`config.mk`:
```
export PLATFORM = sky130hd
export DESIGN_NAME = aop_output_pins
export DESIGN_NICKNAME = d
export VERILOG_FILES = /design/src/rtl/aop_pkg.sv /design/src/rtl/aop_reg_store.sv /design/src/rtl/aop_fifo.sv /design/src/rtl/aop_output_pins.sv
export SDC_FILE = /design/constraint.sdc
export NUM_CORES = 1
export LEC_CHECK = 0
export BUFFER_PORTS_ARGS = -buffer_cell sky130_fd_sc_hd__buf_2
export CAP_MARGIN = 20
export CELL_PAD_IN_SITES_DETAIL_PLACEMENT = 0
export CELL_PAD_IN_SITES_GLOBAL_PLACEMENT = 1
export CORE_UTILIZATION = 25
export DETAILED_ROUTE_END_ITERATION = 8
export PLACE_DENSITY = 0.53
export SYNTH_ARGS = -nofsm -noshare
export SYNTH_HDL_FRONTEND = slang
export SYNTH_SLANG_ARGS = --single-unit
```
`constraint.sdc`:
```
create_clock -name ref_clk -period 3.7 [get_ports ref_clk]
set_clock_uncertainty 0.2 [all_clocks]
set_input_delay 0.74 -clock ref_clk [delete_from_list [all_inputs] [get_ports ref_clk]]
set_output_delay 0.74 -clock ref_clk [all_outputs]
set_load 0.005 [all_outputs]
```
`src/rtl/aop_pkg.sv`:
```
// Constants shared by the converter output and status pin logic.
// Assumes a 25 MHz reference clock and 8-bit register addresses and data.
package aop_pkg;

    // Clock and timing.
    localparam int CLK_PERIOD_NS = 40;
    localparam int CAL_TIME_NS = 2000;
    localparam int CAL_CYCLES = (CAL_TIME_NS + CLK_PERIOD_NS - 1) / CLK_PERIOD_NS;
    localparam int OUT_HALF_NS = 80;
    localparam int OUT_HALF_CYCLES = (OUT_HALF_NS + CLK_PERIOD_NS - 1) / CLK_PERIOD_NS;
    localparam int POSTPROC_STAGES = 2;

    // Data widths.
    localparam int SAMPLE_W = 14;
    localparam int PAIRS = SAMPLE_W / 2;
    localparam int FIFO_DEPTH = 8;

    // Register offsets.
    localparam logic [7:0] OFS_PHASE_A = 8'h52;
    localparam logic [7:0] OFS_FORMAT = 8'h62;
    localparam logic [7:0] OFS_PHASE_B = 8'h64;
    localparam logic [7:0] OFS_POL_A = 8'h65;
    localparam logic [7:0] OFS_POL_B = 8'h68;
    localparam logic [7:0] OFS_PHASE_C = 8'h6d;

    // Reset values.
    localparam logic [7:0] RST_PHASE_A = 8'h00;
    localparam logic [7:0] RST_FORMAT = 8'h00;
    localparam logic [7:0] RST_PHASE_B = 8'h00;
    localparam logic [7:0] RST_POL_A = 8'h00;
    localparam logic [7:0] RST_POL_B = 8'h00;
    localparam logic [7:0] RST_PHASE_C = 8'h00;

    // Field positions.
    localparam int FLD_ORDER_LSB = 0;
    localparam int FLD_DDR = 2;
    localparam int FLD_IQ = 3;
    localparam int FLD_POSTPROC_EN = 7;
    localparam int FLD_PHASE_LSB = 0;
    localparam int FLD_INV_DATA = 0;
    localparam int FLD_INV_CLK = 1;
    localparam int FLD_INV_RANGE = 0;
    localparam int FLD_INV_WORDCLK = 1;

    // Output ordering codes.
    localparam logic [1:0] ORDER_EVEN_FIRST = 2'h0;
    localparam logic [1:0] ORDER_ODD_FIRST = 2'h1;

    // Calibration states.
    typedef enum logic [1:0] {
        CAL_RUN = 2'b01,
        CAL_DONE = 2'b10
    } aop_cal_e;

endpackage : aop_pkg

```
`src/rtl/aop_reg_store.sv`:
```
// Holds the six output control registers and answers reads.
// Assumes a single-cycle write strobe and read strobe from the serial port logic.
`timescale 1ns/100ps
module aop_reg_store
    import aop_pkg::*;
(
    input wire logic ref_clk,
    input wire logic reset_n,
    input wire logic [7:0] regAddr,
    input wire logic [7:0] regWrData,
    input wire logic regWrEn,
    input wire logic regRdEn,
    output logic [7:0] regRdData,
    output logic [7:0] phaseA,
    output logic [7:0] format,
    output logic [7:0] phaseB,
    output logic [7:0] polA,
    output logic [7:0] polB,
    output logic [7:0] phaseC
);

    // Writes land in the addressed register; reset reloads every default.
    always_ff @(posedge ref_clk) begin
        if (!reset_n) begin
            phaseA <= RST_PHASE_A;
            format <= RST_FORMAT;
            phaseB <= RST_PHASE_B;
            polA <= RST_POL_A;
            polB <= RST_POL_B;
            phaseC <= RST_PHASE_C;
        end else if (regWrEn) begin
            case (regAddr)
                OFS_PHASE_A: phaseA <= regWrData;
                OFS_FORMAT: format <= regWrData;
                OFS_PHASE_B: phaseB <= regWrData;
                OFS_POL_A: polA <= regWrData;
                OFS_POL_B: polB <= regWrData;
                OFS_PHASE_C: phaseC <= regWrData;
                default: ;
            endcase
        end
    end

    // Read data is registered; unmapped addresses read as zero.
    always_ff @(posedge ref_clk) begin
        if (!reset_n) begin
            regRdData <= 8'h00;
        end else if (regRdEn) begin
            case (regAddr)
                OFS_PHASE_A: regRdData <= phaseA;
                OFS_FORMAT: regRdData <= format;
                OFS_PHASE_B: regRdData <= phaseB;
                OFS_POL_A: regRdData <= polA;
                OFS_POL_B: regRdData <= polB;
                OFS_PHASE_C: regRdData <= phaseC;
                default: regRdData <= 8'h00;
            endcase
        end
    end

endmodule : aop_reg_store

```
`src/rtl/aop_fifo.sv`:
```
// Small synchronous FIFO with valid and ready on both sides.
// Assumes both sides run on ref_clk; head word is shown ahead of the pop.
`timescale 1ns/100ps
module aop_fifo #(
    parameter int WIDTH = 15,
    parameter int DEPTH = 8
) (
    input wire logic ref_clk,
    input wire logic reset_n,
    input wire logic inValid,
    output logic inReady,
    input wire logic [WIDTH-1:0] inData,
    output logic outValid,
    input wire logic outReady,
    output logic [WIDTH-1:0] outData
);

    localparam int AW = $clog2(DEPTH);

    logic [WIDTH-1:0] mem [DEPTH];
    logic [AW-1:0] wrPtr_q;
    logic [AW-1:0] rdPtr_q;
    logic [AW:0] count_q;
    logic push;
    logic pop;

    // Full and empty come straight from the occupancy count.
    assign inReady = (count_q != (AW+1)'(DEPTH));
    assign outValid = (count_q != '0);
    assign outData = mem[rdPtr_q];
    assign push = inValid && inReady;
    assign pop = outValid && outReady;

    // Storage has no reset; only the pointers need a defined state.
    always_ff @(posedge ref_clk) begin
        if (push) begin
            mem[wrPtr_q] <= inData;
        end
    end

    // Pointers wrap at the depth, which is a power of two.
    always_ff @(posedge ref_clk) begin
        if (!reset_n) begin
            wrPtr_q <= '0;
            rdPtr_q <= '0;
            count_q <= '0;
        end else begin
            if (push) begin
                wrPtr_q <= wrPtr_q + 1'b1;
            end
            if (pop) begin
                rdPtr_q <= rdPtr_q + 1'b1;
            end
            count_q <= count_q + (AW+1)'(push) - (AW+1)'(pop);
        end
    end

endmodule : aop_fifo

```
`src/rtl/aop_output_pins.sv`:
```
// Output and status pin logic of a 14-bit pipelined converter.
// Assumes the sample clock and all converter-core signals arrive from outside
// the ref_clk domain, and the serial port logic drives the register port.
//
// Operation
// - Everything stays in reset while reset_n is held low.
// - Leaving reset loads register defaults and starts the power-up calibration.
// - Calibration-done is low after power-up, high after first calibration finishes.
// - Flag stays high until hardware or soft-reset restart; low in reset.
// - Standby and shutdown freeze the calibration-done flag at its prior level; a restart in either mode still clears it.
// - Upper address bit reads zero; lower bit held while chip select low.
// - DDR mode puts two bits per pair; even-bit-first is the default ordering.
// - Even-first shows even bit while clock high, odd bit while low.
// - Overrange output is high while input overrange is detected.
// - With post-processing on, overrange leads its data words by the latency.
// - In I/Q mode word clock is low, high while in-phase samples output.
// - Outside I/Q, positive shared pin is overrange, negative pin is zero.
// - I/Q single-ended: positive pin overrange, negative pin word clock.
// - I/Q DDR: pair shows overrange on clock high, word clock on low.
// - Forwarded clock phase set by post-processing and phase registers.
// - Output polarity is controlled by the two polarity registers.
// - Single-ended one bit per pin; pair n carries bits 2n and 2n+1.
// - Reset high means normal operation, reset low holds the device.
`timescale 1ns/100ps
module aop_output_pins
    import aop_pkg::*;
(
    input wire logic ref_clk,
    input wire logic reset_n,
    input wire logic sampleClkIn,
    input wire logic [SAMPLE_W-1:0] sampleDataIn,
    input wire logic sampleInPhaseIn,
    input wire logic overrangeIn,
    input wire logic standbyMode,
    input wire logic shutdownMode,
    input wire logic hwCalRestart,
    input wire logic softResetCmd,
    input wire logic chipSelect_n,
    input wire logic deviceAddrBitLow,
    input wire logic [7:0] regAddr,
    input wire logic [7:0] regWrData,
    input wire logic regWrEn,
    input wire logic regRdEn,
    output logic [7:0] regRdData,
    output logic calibrationDone,
    output logic forwardedOutputClock,
    output logic [SAMPLE_W-1:0] dataPins,
    output logic sharedPinPos,
    output logic sharedPinNeg,
    output logic [1:0] deviceAddress,
    output logic sampleInReady
);

    localparam int PERIOD_CYCLES = 2 * OUT_HALF_CYCLES;
    localparam int FW = SAMPLE_W + 1;

    // Swaps the two bits of each pair so one rule drives both orderings.
    function automatic logic [SAMPLE_W-1:0] swapPairs(input logic [SAMPLE_W-1:0] w);
        logic [SAMPLE_W-1:0] r;
        r = '0;
        for (int i = 0; i < PAIRS; i++) begin
            r[2*i] = w[2*i+1];
            r[2*i+1] = w[2*i];
        end
        return r;
    endfunction : swapPairs

    logic [7:0] phaseA;
    logic [7:0] format;
    logic [7:0] phaseB;
    logic [7:0] polA;
    logic [7:0] polB;
    logic [7:0] phaseC;

    // Register store; reset_n low reloads every default.
    aop_reg_store aop_reg_store_i (
        .ref_clk(ref_clk),
        .reset_n(reset_n),
        .regAddr(regAddr),
        .regWrData(regWrData),
        .regWrEn(regWrEn),
        .regRdEn(regRdEn),
        .regRdData(regRdData),
        .phaseA(phaseA),
        .format(format),
        .phaseB(phaseB),
        .polA(polA),
        .polB(polB),
        .phaseC(phaseC)
    );

    logic ddrMode;
    logic iqMode;
    logic postProcOn;
    logic oddFirst;
    logic [1:0] phaseSel;
    assign ddrMode = format[FLD_DDR];
    assign iqMode = format[FLD_IQ];
    assign oddFirst = (format[FLD_ORDER_LSB +: 2] == ORDER_ODD_FIRST);
    assign postProcOn = phaseA[FLD_POSTPROC_EN];
    // Post-processing path picks its own phase setting.
    assign phaseSel = postProcOn ? phaseB[FLD_PHASE_LSB +: 2] : phaseC[FLD_PHASE_LSB +: 2];

    // Two-stage synchronisers for everything from outside this clock domain.
    logic [2:0] sclk_q;
    logic [SAMPLE_W+1:0] core1_q;
    logic [SAMPLE_W+1:0] core2_q;
    logic [1:0] adr_q;
    logic [1:0] cs_q;
    always_ff @(posedge ref_clk) begin
        if (!reset_n) begin
            sclk_q <= '0;
            core1_q <= '0;
            core2_q <= '0;
            adr_q <= '0;
            cs_q <= 2'h3;
        end else begin
            sclk_q <= {sclk_q[1:0], sampleClkIn};
            core1_q <= {overrangeIn, sampleInPhaseIn, sampleDataIn};
            core2_q <= core1_q;
            adr_q <= {adr_q[0], deviceAddrBitLow};
            cs_q <= {cs_q[0], chipSelect_n};
        end
    end

    logic sampleEvt;
    logic rangeSync;
    assign sampleEvt = sclk_q[1] && !sclk_q[2];
    assign rangeSync = core2_q[SAMPLE_W+1];

    // The lower address bit is caught only while chip select is high.
    logic addrLow_q;
    always_ff @(posedge ref_clk) begin
        if (!reset_n) begin
            addrLow_q <= 1'b0;
        end else if (cs_q[1]) begin
            addrLow_q <= adr_q[1];
        end
    end
    assign deviceAddress = {1'b0, addrLow_q};

    // Calibration sequencer; standby and shutdown freeze it in place, but a hardware or soft-reset restart still wins.
    aop_cal_e calState_q;
    logic [$clog2(CAL_CYCLES+1)-1:0] calCnt_q;
    logic calRestart;
    logic calHold;
    assign calRestart = hwCalRestart || softResetCmd;
    assign calHold = standbyMode || shutdownMode;
    always_ff @(posedge ref_clk) begin
        if (!reset_n) begin
            calState_q <= CAL_RUN;
            calCnt_q <= '0;
        end else if (calRestart) begin
            calState_q <= CAL_RUN;
            calCnt_q <= '0;
        end else if (!calHold) begin
            case (calState_q)
                CAL_RUN: begin
                    if (calCnt_q == ($bits(calCnt_q))'(CAL_CYCLES - 1)) begin
                        calState_q <= CAL_DONE;
                    end
                    calCnt_q <= calCnt_q + 1'b1;
                end
                CAL_DONE: calState_q <= CAL_DONE;
                default: calState_q <= CAL_RUN;
            endcase
        end
    end
    assign calibrationDone = (calState_q == CAL_DONE);

    // Post-processing delays the data but not the overrange flag.
    logic [FW-1:0] postProc_q [POSTPROC_STAGES];
    always_ff @(posedge ref_clk) begin
        if (!reset_n) begin
            for (int i = 0; i < POSTPROC_STAGES; i++) begin
                postProc_q[i] <= '0;
            end
        end else if (sampleEvt) begin
            postProc_q[0] <= core2_q[FW-1:0];
            for (int i = 1; i < POSTPROC_STAGES; i++) begin
                postProc_q[i] <= postProc_q[i-1];
            end
        end
    end

    logic fifoOutValid;
    logic fifoPop;
    logic [FW-1:0] fifoOut;
    logic [FW-1:0] fifoIn;
    assign fifoIn = postProcOn ? postProc_q[POSTPROC_STAGES-1] : core2_q[FW-1:0];

    // Words dropped while full show up as sampleInReady low at the event.
    aop_fifo #(.WIDTH(FW), .DEPTH(FIFO_DEPTH)) aop_fifo_i (
        .ref_clk(ref_clk),
        .reset_n(reset_n),
        .inValid(sampleEvt),
        .inReady(sampleInReady),
        .inData(fifoIn),
        .outValid(fifoOutValid),
        .outReady(fifoPop),
        .outData(fifoOut)
    );

    // Output period counter; the clock is high in the first half.
    logic [$clog2(PERIOD_CYCLES)-1:0] phaseCnt_q;
    logic [$clog2(PERIOD_CYCLES)-1:0] phaseCnt_d;
    logic periodStart;
    logic clkHigh_d;
    assign periodStart = (phaseCnt_q == ($bits(phaseCnt_q))'(PERIOD_CYCLES - 1));
    assign phaseCnt_d = periodStart ? '0 : phaseCnt_q + 1'b1;
    assign clkHigh_d = (phaseCnt_d < ($bits(phaseCnt_d))'(OUT_HALF_CYCLES));
    // One word is taken at the start of each output period.
    assign fifoPop = periodStart && fifoOutValid;

    logic [FW-1:0] outWord_q;
    logic [FW-1:0] outWord_d;
    logic clkHigh_q;
    assign outWord_d = fifoPop ? fifoOut : outWord_q;
    always_ff @(posedge ref_clk) begin
        if (!reset_n) begin
            phaseCnt_q <= ($bits(phaseCnt_q))'(PERIOD_CYCLES - 1);
            outWord_q <= '0;
            clkHigh_q <= 1'b0;
        end else begin
            phaseCnt_q <= phaseCnt_d;
            outWord_q <= outWord_d;
            clkHigh_q <= clkHigh_d;
        end
    end

    // Pin values for the coming cycle, ordering and polarity applied.
    logic [SAMPLE_W-1:0] ordered;
    logic [SAMPLE_W-1:0] pins_d;
    logic [SAMPLE_W-1:0] dataInv;
    logic wordClk;
    logic rangeOut;
    logic wordClkOut;
    logic posD;
    logic negD;
    always_comb begin
        ordered = oddFirst ? swapPairs(outWord_d[SAMPLE_W-1:0]) : outWord_d[SAMPLE_W-1:0];
        dataInv = polA[FLD_INV_DATA] ? ~ordered : ordered;
        pins_d = dataInv;
        if (ddrMode) begin
            for (int i = 0; i < PAIRS; i++) begin
                // Positive pin carries the phase bit, negative its complement.
                pins_d[2*i+1] = clkHigh_d ? dataInv[2*i] : dataInv[2*i+1];
                pins_d[2*i] = ~pins_d[2*i+1];
            end
        end
        wordClk = iqMode && outWord_d[SAMPLE_W];
        rangeOut = rangeSync ^ polB[FLD_INV_RANGE];
        wordClkOut = wordClk ^ polB[FLD_INV_WORDCLK];
        if (!iqMode) begin
            posD = rangeOut;
            negD = 1'b0;
        end else if (!ddrMode) begin
            posD = rangeOut;
            negD = wordClkOut;
        end else begin
            posD = clkHigh_d ? rangeOut : wordClkOut;
            negD = ~posD;
        end
    end

    // Pins come from flip-flops; the clock is delayed by the phase setting.
    // Tap zero launches with the pins, so a high clock covers the even bits by default;
    // each further tap adds a quarter output period for receivers that want margin.
    logic [1:0] clkDly_q;
    logic [3:0] clkTap;
    assign clkTap = {clkDly_q, clkHigh_q, clkHigh_d};
    always_ff @(posedge ref_clk) begin
        if (!reset_n) begin
            dataPins <= '0;
            sharedPinPos <= 1'b0;
            sharedPinNeg <= 1'b0;
            clkDly_q <= '0;
            forwardedOutputClock <= 1'b0;
        end else begin
            dataPins <= pins_d;
            sharedPinPos <= posD;
            sharedPinNeg <= negD;
            clkDly_q <= {clkDly_q[0], clkHigh_q};
            forwardedOutputClock <= clkTap[phaseSel] ^ polA[FLD_INV_CLK];
        end
    end

    a_cal_reset_low: assert property (
        @(posedge ref_clk) !reset_n |=> !calibrationDone)
        else $error("calibration flag high after reset");

    a_cal_done_time: assert property (
        @(posedge ref_clk) disable iff (!reset_n)
        $rose(calibrationDone) |-> $past(calCnt_q) == ($bits(calCnt_q))'(CAL_CYCLES - 1))
        else $error("calibration ended at wrong count");

    a_cal_hold_mode: assert property (
        @(posedge ref_clk) disable iff (!reset_n)
        (calHold && !calRestart) |=> $stable(calibrationDone) && $stable(calCnt_q))
        else $error("calibration moved during standby");

    a_addr_high_zero: assert property (
        @(posedge ref_clk) disable iff (!reset_n)
        !cs_q[1] |=> !deviceAddress[1] && $stable(deviceAddress))
        else $error("address changed while selected");

    a_ddr_even_high: assert property (
        @(posedge ref_clk) disable iff (!reset_n)
        ($past(ddrMode) && !$past(oddFirst) && !$past(polA[FLD_INV_DATA]) && clkHigh_q)
        |-> dataPins[1] == outWord_q[0] && dataPins[0] == !outWord_q[0])
        else $error("even bit missing in high phase");

    a_range_follow: assert property (
        @(posedge ref_clk) disable iff (!reset_n)
        ($past(!ddrMode) && $past(!polB[FLD_INV_RANGE])) |-> sharedPinPos == $past(rangeSync))
        else $error("overrange pin does not follow input");

    a_neg_zero_noniq: assert property (
        @(posedge ref_clk) disable iff (!reset_n)
        $past(!iqMode) |-> !sharedPinNeg ##1 ($past(iqMode) || !sharedPinNeg))
        else $error("negative shared pin not zero");

    a_word_per_period: assert property (
        @(posedge ref_clk) disable iff (!reset_n)
        fifoPop |=> !fifoPop [*3])
        else $error("more than one word per period");

    a_wordclk_iq: assert property (
        @(posedge ref_clk) disable iff (!reset_n)
        ($past(iqMode) && !$past(ddrMode) && !$past(polB[FLD_INV_WORDCLK]))
        |-> sharedPinNeg == outWord_q[SAMPLE_W])
        else $error("word clock does not follow in-phase words");

endmodule : aop_output_pins

```
## Yosys cells after proc, flatten, opt, wreduce, memory -nomap -nowiden

Memories as Yosys holds them, arrays and structs flattened. A register that Yosys moved wholly into a read port is not among the register bits.
Cells that the tools add are included.
W data, S select, Z words.

| word-level totals | value |
|---|---|
| register bits | 151 |
| latch bits | 0 |
| RAM bits | 150 |
| ROM bits | 0 |
| input bits | 43 |
| output and inout bits | 29 |
| memories | 2 |

Memory list:

| memory | depth | bits a word | read ports | clocked after memory_dff | wr ports | RTL line | RTL |
|---|---|---|---|---|---|---|---|
| aop_fifo_i.mem | 8 | 15 | 1 | 1 | 1 | aop_fifo.sv:20 | `logic [WIDTH-1:0] mem [DEPTH];` |
| postProc_q | 2 | 15 | 2 | 0 | 2 | aop_output_pins.sv:172 | `logic [FW-1:0] postProc_q [POSTPROC_STAGES];` |

| cells by class | value |
|---|---|
| $add $sub $neg | 6 |
| $mul | 0 |
| div/mod/pow operators | 0 |
| magnitude comparators | 2 |
| eq/ne operators | 13 |
| shift-type cells | 0 |
| muxes and demuxes | 33 |
| bitwise gates (word level) | 16 |
| reduce and logical (&&, ||, !) cells | 19 |

Operators with widths:

| operator | number |
|---|---|
| $mux W15 | 4 |
| $eq A8 B7 Y1 const B | 6 |
| $pmux W8 S6 | 1 |
| $mux W14 | 3 |
| $mux W1 | 18 |
| $reduce_and A2 Y1 | 9 |
| $not A14 Y14 | 1 |
| $not A1 Y1 | 10 |
| $add A3 B1 Y3 const B | 2 |
| $add A6 B1 Y6 const B | 1 |
| $eq A6 B6 Y1 const B | 1 |
| $mux W2 | 3 |
| $mux W3 | 2 |
| $logic_and A1 B1 Y1 | 5 |
| $add A4 B1 Y4 | 1 |
| $eq A2 B1 Y1 const B | 2 |
| $eq A2 B2 Y1 const B | 2 |
| $ne A4 B4 Y1 const B | 1 |
| $pmux W2 S2 | 1 |
| $reduce_bool A4 Y1 | 1 |
| $sub A4 B1 Y4 | 1 |
| $lt A2 B3 Y1 const B | 1 |
| $xor A1 B1 Y1 | 3 |
| $add A2 B1 Y2 const B | 1 |
| other kinds (7) | 9 |

## Logic depth before layout (Yosys ltp)

Gate-level depths: netlist of the first run.

| depth | value |
|---|---|
| depth in word-level cells | 9 |
| depth in mapped cells | 12 |

## By module

A second synthesis of the first run with hierarchy kept.

| unflattened totals | value |
|---|---|
| cells, all modules | 916 |
| area total of the unflattened synthesis | 12,617.1 µm² |

By module, submodules not included:

| module | times used | cells each | area each (µm²) | sequential area each (µm²) |
|---|---|---|---|---|
| aop_fifo | 1 | 251 | 5,318.9 | 3,863.7 |
| aop_output_pins | 1 | 404 | 4,883.4 | 2,602.5 |
| aop_reg_store | 1 | 261 | 2,414.8 | 1,121.1 |

## Least setup slack after synthesis of the first run

Ideal clock, no wire load.

| path | value |
|---|---|
| kind | register to register |
| start | register aop_fifo_i.count_q[2] |
| end | memory aop_fifo_i.mem[0][0] (enable) |
| library setup time | 0.426 ns |
| data arrival time | 2.243 ns |
| required time | 3.074 ns |
| setup slack | 0.832 ns |
| stages on the path, launching flop included | 6 |
| path buffers | 0 |
| cell sequence | dfxtp_1 inv_1 ha_1 nand2_1 nand2b_1 nor4_1 |

| on the way | value |
|---|---|
| word-level cells in the longest chain between the ends | 4 |

Ends and longest elaborated chain:

| what | RTL line | RTL |
|---|---|---|
| start: declaration | aop_fifo.sv:23 | `logic [AW:0] count_q;` |
| start signal: assignment | aop_fifo.sv:54 | `count_q <= count_q + (AW+1)'(push) - (AW+1)'(pop);` |
| $ne A4 B4 Y1 | aop_fifo.sv:28 | `assign inReady = (count_q != (AW+1)'(DEPTH));` |
| via sampleInReady | aop_output_pins.sv:51 | `output logic sampleInReady` |
| $logic_and A1 B1 Y1 | aop_fifo.sv:31 | `assign push = inValid && inReady;` |
| $mux W1 | aop_fifo.sv:36 | `if (push) begin` |
| $mux W1 (not written as such) | aop_fifo.sv:37 | `mem[wrPtr_q] <= inData;` |
| end: declaration | aop_fifo.sv:20 |  |

The timed path passes the listed nets, and every way through them passes these cells.

## Final worst setup path of the first run

| path | value |
|---|---|
| start | register aop_fifo_i.count_q[2] |
| end | register dataPins[1] |

| on the way | value |
|---|---|
| word-level cells in the longest chain between the ends | 8 |

Ends and longest elaborated chain:

| what | RTL line | RTL |
|---|---|---|
| $reduce_bool A4 Y1 * | aop_fifo.sv:29 | `assign outValid = (count_q != '0);` |
| $logic_and A1 B1 Y1 * | aop_output_pins.sv:213 | `assign fifoPop = periodStart && fifoOutValid;` |
| $mux W15 * | aop_output_pins.sv:218 | `assign outWord_d = fifoPop ? fifoOut : outWord_q;` |
| $mux W14 * | aop_output_pins.sv:241 | `ordered = oddFirst ? swapPairs(outWord_d[SAMPLE_W-1:0]) : outWord_d[SAMPLE_W-1:0];` |
| $not A14 Y14 | aop_output_pins.sv:242 | `dataInv = polA[FLD_INV_DATA] ? ~ordered : ordered;` |
| $mux W14 * | aop_output_pins.sv:242 |  |
| $mux W1 | aop_output_pins.sv:247 | `pins_d[2*i+1] = clkHigh_d ? dataInv[2*i] : dataInv[2*i+1];` |
| $mux W14 * | aop_output_pins.sv:244 | `if (ddrMode) begin` |
| end signal: assignment | aop_output_pins.sv:280 | `dataPins <= pins_d;` |
| end: declaration | aop_output_pins.sv:47 | `output logic [SAMPLE_W-1:0] dataPins,` |

Every way passes the cells marked *; elsewhere a longest branch is shown, timed or not.
A chain may end at the register's enable or synchronous reset.

==> results of run 1 <==
==> critical path: cells and delay by family (launching register included) <==
kind                       cells  cell delay [ns]
and+or+nand+nor                3             0.89
AOI/OAI and AO/OA              1             0.42
buffers and inverters          2             0.33
DFF                            1             0.29
muxes                          1             0.23
xor gates and xnor gates       1             0.19
adders and majority gates      1             0.15
==> flip-flops by register name, indices dropped and copies added (netlist names), 14 cells and up, named ones only <==
name            flops
aop_fifo_i.mem    120
core2_q            16
core1_q            16
outWord_q          15
postProc_q         30
dataPins           14
==> per-layer routing <==
| metal | vias up | wire, µm | GRT usage [%] |
|---|---|---|---|
| met5 | - | 0 | 0 |
| met1 | 3711 | 14500 | 16.8 |
| met3 | 47 | 912 | 2.05 |
| met4 | 0 | 553 | 3.40 |
| li1 | 3713 | - | - |
| met2 | 126 | 13200 | 18.2 |
==> through the flow <==
stage	worst slack, ns	hold slack [ns]
floorplan	0.832	0.186
global placement	0.799	0.193
detailed placement	0.768	0.196
CTS	0.793	0.179
global route	0.620	0.188
finish	0.868	0.202
==> cells by family after synthesis <==
kind of cell | after synthesis | share of synthesized area (%)
AO/OA/AOI/OAI | 170 | 9.55
buffers and inverters | 72 | 2.83
other | 1 | 0.0308
AND/OR/NAND/NOR | 275 | 11.3
multiplexers | 125 | 10.8
adder cells (fa/ha/maj) | 14 | 1.50
flip-flops | 304 | 62.2
XOR/XNOR | 23 | 1.71
==> placed cells by master (no fill, tap or decap), drive strengths merged, types with 5 or more instances in the layout <==
master and count:
a21boi 14, a21oi 44, a221oi 8, a22oi 44, a31oi 14, and2 75, and3 6, buf 95
bufinv 6, clkbuf 47, clkinv 11, dfxtp 154, edfxtp 150, ha 13, inv 16, mux2 22
mux2i 100, nand2 57, nand2b 7, nand3 37, nor2 69, nor3 5, o21ai 30, o21bai 6
xnor2 17, xor2 6
==> how the worst max path moves through the flow <==
stage | startpoint | end | slack, ns | cells after the start
2_1_floorplan | aop_fifo_i.count_q[2] | aop_fifo_i.mem[0][0] | 0.83 | 5
3_3_place_gp | regAddr[7] | aop_reg_store_i.phaseB[4] | 0.80 | 7
3_5_place_dp | regAddr[7] | aop_reg_store_i.phaseB[3] | 0.77 | 7
4_1_cts | aop_fifo_i.count_q[2] | dataPins[1] | 0.79 | 9
5_1_grt | aop_fifo_i.count_q[2] | dataPins[1] | 0.62 | 9
6_report | aop_fifo_i.count_q[2] | dataPins[1] | 0.87 | 9
==> area by class of cell <==
class                   instances  area share [%]
flip-flops and latches        304            52.1
repair buffers                 95            3.78
well taps                     615            5.29
clock inverters                19            1.88
multi-input cells             608            29.6
clock buffers                  47            6.97
inverters                      14           0.361
==> power groups by stage <==
stage	Sequential [mW]	Combinational [mW]	Clock, mW
final	3.81	1.51	3.79
after floorplan	3.84	1.18	0
after detailed placement	3.89	1.54	0
after global placement	3.89	1.53	0
after CTS	3.82	1.54	3.92
after global routing	3.83	1.66	4.05
==> metrics, run 1 <==
Cell Pwr Density=626 nW/µm²; reg2reg start=aop_fifo_i.count_q[2]; Sum Neg Setup Slack=0 ns; Most used DFF post-synth=dfxtp_1; Final Util=between 30% and 40%; YS warnings=0; Sw Share=26.0%; DRC=0; status=completed; Syn-to-layout area delta=19.4%; CTS tree=yes; I/O pins=72; worst path cell trace=inv_1, ha_1, or3b_1, and2_1, buf_4, a31oi_1, mux2i_1, xnor2_1, nor2_1; largest area contributor in the netlist=edfxtp_1; max-cap violations=0; area of the multi-input gates=4300 µm²; final instance area=14600 µm²; register area=7590 µm²; Cells after DPL=approximately 1600; clock share of power=41.6%; Syn Nets=around 1000; Detail Placement HPWL=19100 µm; antenna-violating nets left=0; Critical Path AT=3.03 ns; Comb power frac=between 10% and 20%; count of pins over their slew limit=0; antenna violations before repair=0; total track usage=11.8%; HP Start=chipSelect_n; fin crit period=2.83 ns; Mapped Cells=984; # rows=80; sequential-to-total area share from yosys stat=62.2%; R2R cell count=9; CP max FO=21; Yosys cell types=55; gr ovfl total=0; Post-CTS Setup Bufs=0; Root Buffer=clkbuf_16; Sequential Power Share=around two fifths; Die H=223 µm; routed length per instance=17.1 µm; most common library cells after synthesis=dfxtp_1, edfxtp_1, mux2i_1, and2_1, nor2_1; Clock Sink Count=304; RSZ-0062 raised after global routing=false; Placer Congestion=0.740; via-per-instance ratio=4.46; CP startpoint kind=flop; Post-Layout Cell Count=1702; # setup viols final=0; Pint=6.74 mW; FFs w/ async S/R, synth=0%; Cell Area, Placed=~13000 µm²; die area=49600 µm²; vias in the first global route=7417; Post-synth EDFFs=150; hold_buf cts=0; final worst path period share=between 70 and 80%; fraction of layout cells with a size suffix above 1=18.5%; CP max stage cell=or3b_1; Area contributors post-synth=edfxtp_1, dfxtp_1, mux2i_1; fmax=353 MHz; R2R Path End=dataPins[1]; count leader, synth=dfxtp_1; Post-Syn Area=12200 µm²; Horiz. Die Dim=223 µm; Setup CP Type=reg2reg; post-cts gate resize count=0; Synth Register Bits=304; Max IR drop VDD=0.317 mV; Setup crit end kind=flop; Slew HR=39.4%; port bufs=70; Placeable Area=47900 µm²; nets@finish=approximately 1100; initial core utilization=25.4%; Pre-Repair DR Iteration Count=5; Hold WC Path Type=in2reg; final WL=29200 µm; Final Hold Viols=0; worst-margin pin slew=0.902 ns; fill cell count=4832; ant diodes=0; # H-tree levels=2; P_sw=around 2.4 mW; Hold EP=cs_q[0]; largest net degree at the start of global routing=just over 50; Synth top area share=between 30 and 40%; Longest Clk Path Bufs=3; WP data required=3.90 ns; CP peak stage delay=0.57 ns; Iteration-0 DRC Markers=~370; WHS Path Cells=2; Mapped Avg Cell Area=12.4 µm²; FF-to-FF setup slack=0.87 ns; via count=7597; Pleak=5.33 nW; Power, Total=just over 9 mW; CTS Buf Count=36; Clk Latency, worst-skew pair=0.53 ns; CTS clk-pin slew, worst paths=0.06 ns; first-pass GRT wire length=45300 µm
No activity file was read; power rests on OpenSTA's default activity.
==> run 2, diff against run 1 <==
--- a/config.mk
+++ b/config.mk
@@ -11,7 +11,7 @@
 export CELL_PAD_IN_SITES_GLOBAL_PLACEMENT = 1
 export CORE_UTILIZATION = 25
 export DETAILED_ROUTE_END_ITERATION = 8
-export PLACE_DENSITY = 0.53
+export PLACE_DENSITY = 0.54
 export SYNTH_ARGS = -nofsm -noshare
 export SYNTH_HDL_FRONTEND = slang
 export SYNTH_SLANG_ARGS = --single-unit
==> constraint.sdc (replaced) <==
create_clock -name ref_clk -period 2.5 [get_ports ref_clk]
set_clock_uncertainty 0.2 [all_clocks]
set_input_delay 0.5 -clock ref_clk [delete_from_list [all_inputs] [get_ports ref_clk]]
set_output_delay 0.5 -clock ref_clk [all_outputs]
set_load 0.005 [all_outputs]
==> metrics, run 2 (synthesis results as in run 1) <==
via-per-instance ratio=4.37 (-2.2%); Clock Sink Count=304 (unchanged); Placer Congestion=0.740 (about the same); area of the multi-input gates=4310 µm² (+0.23%); Final Util=31.0% (+0.66 points); status=completed; worst-margin pin slew=0.946 ns (+0.0441 ns); Placeable Area=47900 µm² (unchanged); max FFs per register=120 (unchanged); pre-CTS setup slack=0.0858 ns (-0.682 ns); die area=49600 µm² (unchanged); routed length per instance=16.4 µm (-4.4%); leading cell types in the layout, fill and taps excluded=dfxtp_1, edfxtp_1, mux2i_1, and2_1, buf_2; Cell Area, Placed=13600 µm² (+2.3%); fin crit period=2.40 ns (-0.435 ns); Die H=223 µm (unchanged); Pre-Repair DR Iteration Count=4 (-1); antenna violations before repair=0 (unchanged); I/O pins=72 (unchanged); Syn-to-layout area delta=22.0%; Max IR drop VDD=0.498 mV (+57%); Pleak=5.47 nW (+2.6%); top flop regs=aop_fifo_i.mem: 120 flops, postProc_q: 30 flops; Power, Total=12.9 mW (+42%); # setup viols final=0 (unchanged); CP startpoint kind=flop; Root Buffer=clkbuf_16; port bufs=70 (unchanged); # H-tree levels=2 (unchanged); CTS Buf Count=36 (unchanged); Horiz. Die Dim=223 µm (unchanged); PnR worst setup slack=0.103 ns (-0.765 ns); register area=7590 µm² (unchanged); Cell Pwr Density=868 nW/µm² (+39%); initial core utilization=25.4% (unchanged); commonest non-fill, non-tap cell in the layout=dfxtp_1; GR Layer Usage met3=2.12% (+0.066 points); # rows=80 (unchanged); via count=7607 (+0.13%); CP max FO=3 (-86%); fraction of layout cells with a size suffix above 1=20.2% (+1.7 points); Hold WC Path Type=in2reg; fill cell count=4806 (-0.54%); nets@finish=1159 (+3.9%); Slew HR=36.5% (-3.0 points); most flop-heavy register=aop_fifo_i.mem; Fin Hold WS=0.0866 ns (-0.115 ns); max-cap violations=0 (unchanged); gr ovfl total=0 (unchanged); fmax=417 MHz (+18%); final WL=28500 µm (-2.2%); Final Hold Viols=0 (unchanged); DRC=0 (unchanged); Iteration-0 DRC Markers=332 (-11%); ant diodes=0 (unchanged); Clk Latency, worst-skew pair=0.52 ns (about the same); final instance area=14900 µm² (+2.2%); WP data required=2.75 ns (-1.15 ns); first-pass GRT wire length=44500 µm (-1.9%); final worst path period share=95.9% (+19 points); vias in the first global route=7621 (+2.8%); Detail Placement HPWL=19000 µm (-0.72%); largest net degree at the start of global routing=46 (-9.8%); CTS tree=yes; GR Util met1=15.8% (-0.98 points); total track usage=11.6% (-0.20 points); Longest Clk Path Bufs=3 (unchanged); Critical Path AT=2.65 ns (-0.38 ns); antenna-violating nets left=0 (unchanged); count of pins over their slew limit=0 (unchanged); Setup crit end kind=flop; met2 Usage GRT=18.5% (+0.28 points); Setup CP Type=reg2reg; most used routing layer in global routing=met2; CTS clk-pin slew, worst paths=0.05 ns (about the same)
==> run 2: changes by cell type in the layout (fill, tap and decap cells not counted), moves of 3 or more <==
cell	change
buf_4	+13
buf_12	+10
clkbuf_1	+4
nor3_4	-3
nor3_2	+3
dlygate4sd3_1	+19
bufinv_16	-5
==> run 2: path summary, 6_finish.rpt <==
check / cells past startpoint / end / from / slack [ns]
worst max-delay path: 9 / aop_fifo_i.count_q[1] / aop_fifo_i.count_q[2] / 0.10
worst min-delay path: 3 / calState_q[0] / standbyMode / 0.09
worst max register to register: 9 / aop_fifo_i.count_q[1] / aop_fifo_i.count_q[2] / 0.10
worst min register to register: 1 / cs_q[1] / cs_q[0] / 0.20
==> run 2: per-layer routing <==
metal	wire, µm	vias to the layer above
li1	-	3785
met1	13800	3661
met2	13000	120
met3	1040	41
met4	644	0
met5	0	-
==> run 2: power breakdown <==
group | switching (mW) | internal [mW]
Combinational | 1.28 | 1.13
Clock | 1.99 | 2.88
Sequential | 0.125 | 5.50
==> run 2: layout make-up <==
type                            instances  area share [%]
Timing Repair Buffer                  138            7.06
Inverter                               14           0.353
Sequential cell                       304            51.0
Multi-Input combinational cell        608            29.0
Clock buffer                           50            6.68
Clock inverter                         13           0.682
Tap cell                              615            5.18
==> run 2: metrics by stage <==
| step | setup TNS (ns) | cells |
|---|---|---|
| floorplan | 0 | 984 |
| detailed placement | 0 | 1659 |
| CTS | 0 | 1741 |
| finish | 0 | 1742 |
| global route | -0.00548 | 1742 |
| global placement | 0 | 1659 |
==> run 2: critical path, stage by stage (launching register included) <==
cell     delay [ns]
dfxtp_1        0.30
inv_2          0.07
ha_1           0.13
or3b_4         0.37
and2_4         0.16
ha_4           0.25
inv_2          0.03
ha_2           0.18
fa_2           0.52
and2_4         0.12
==> run 2: repair_timing <==
action | 4_1_cts | 5_1_grt
setup buffers | 0 | 1
resized for setup | 0 | 5
endpoints found under the setup margin | 0 | 3
hold buffers | 19 | 0
hold endpoints to repair | 19 | 0
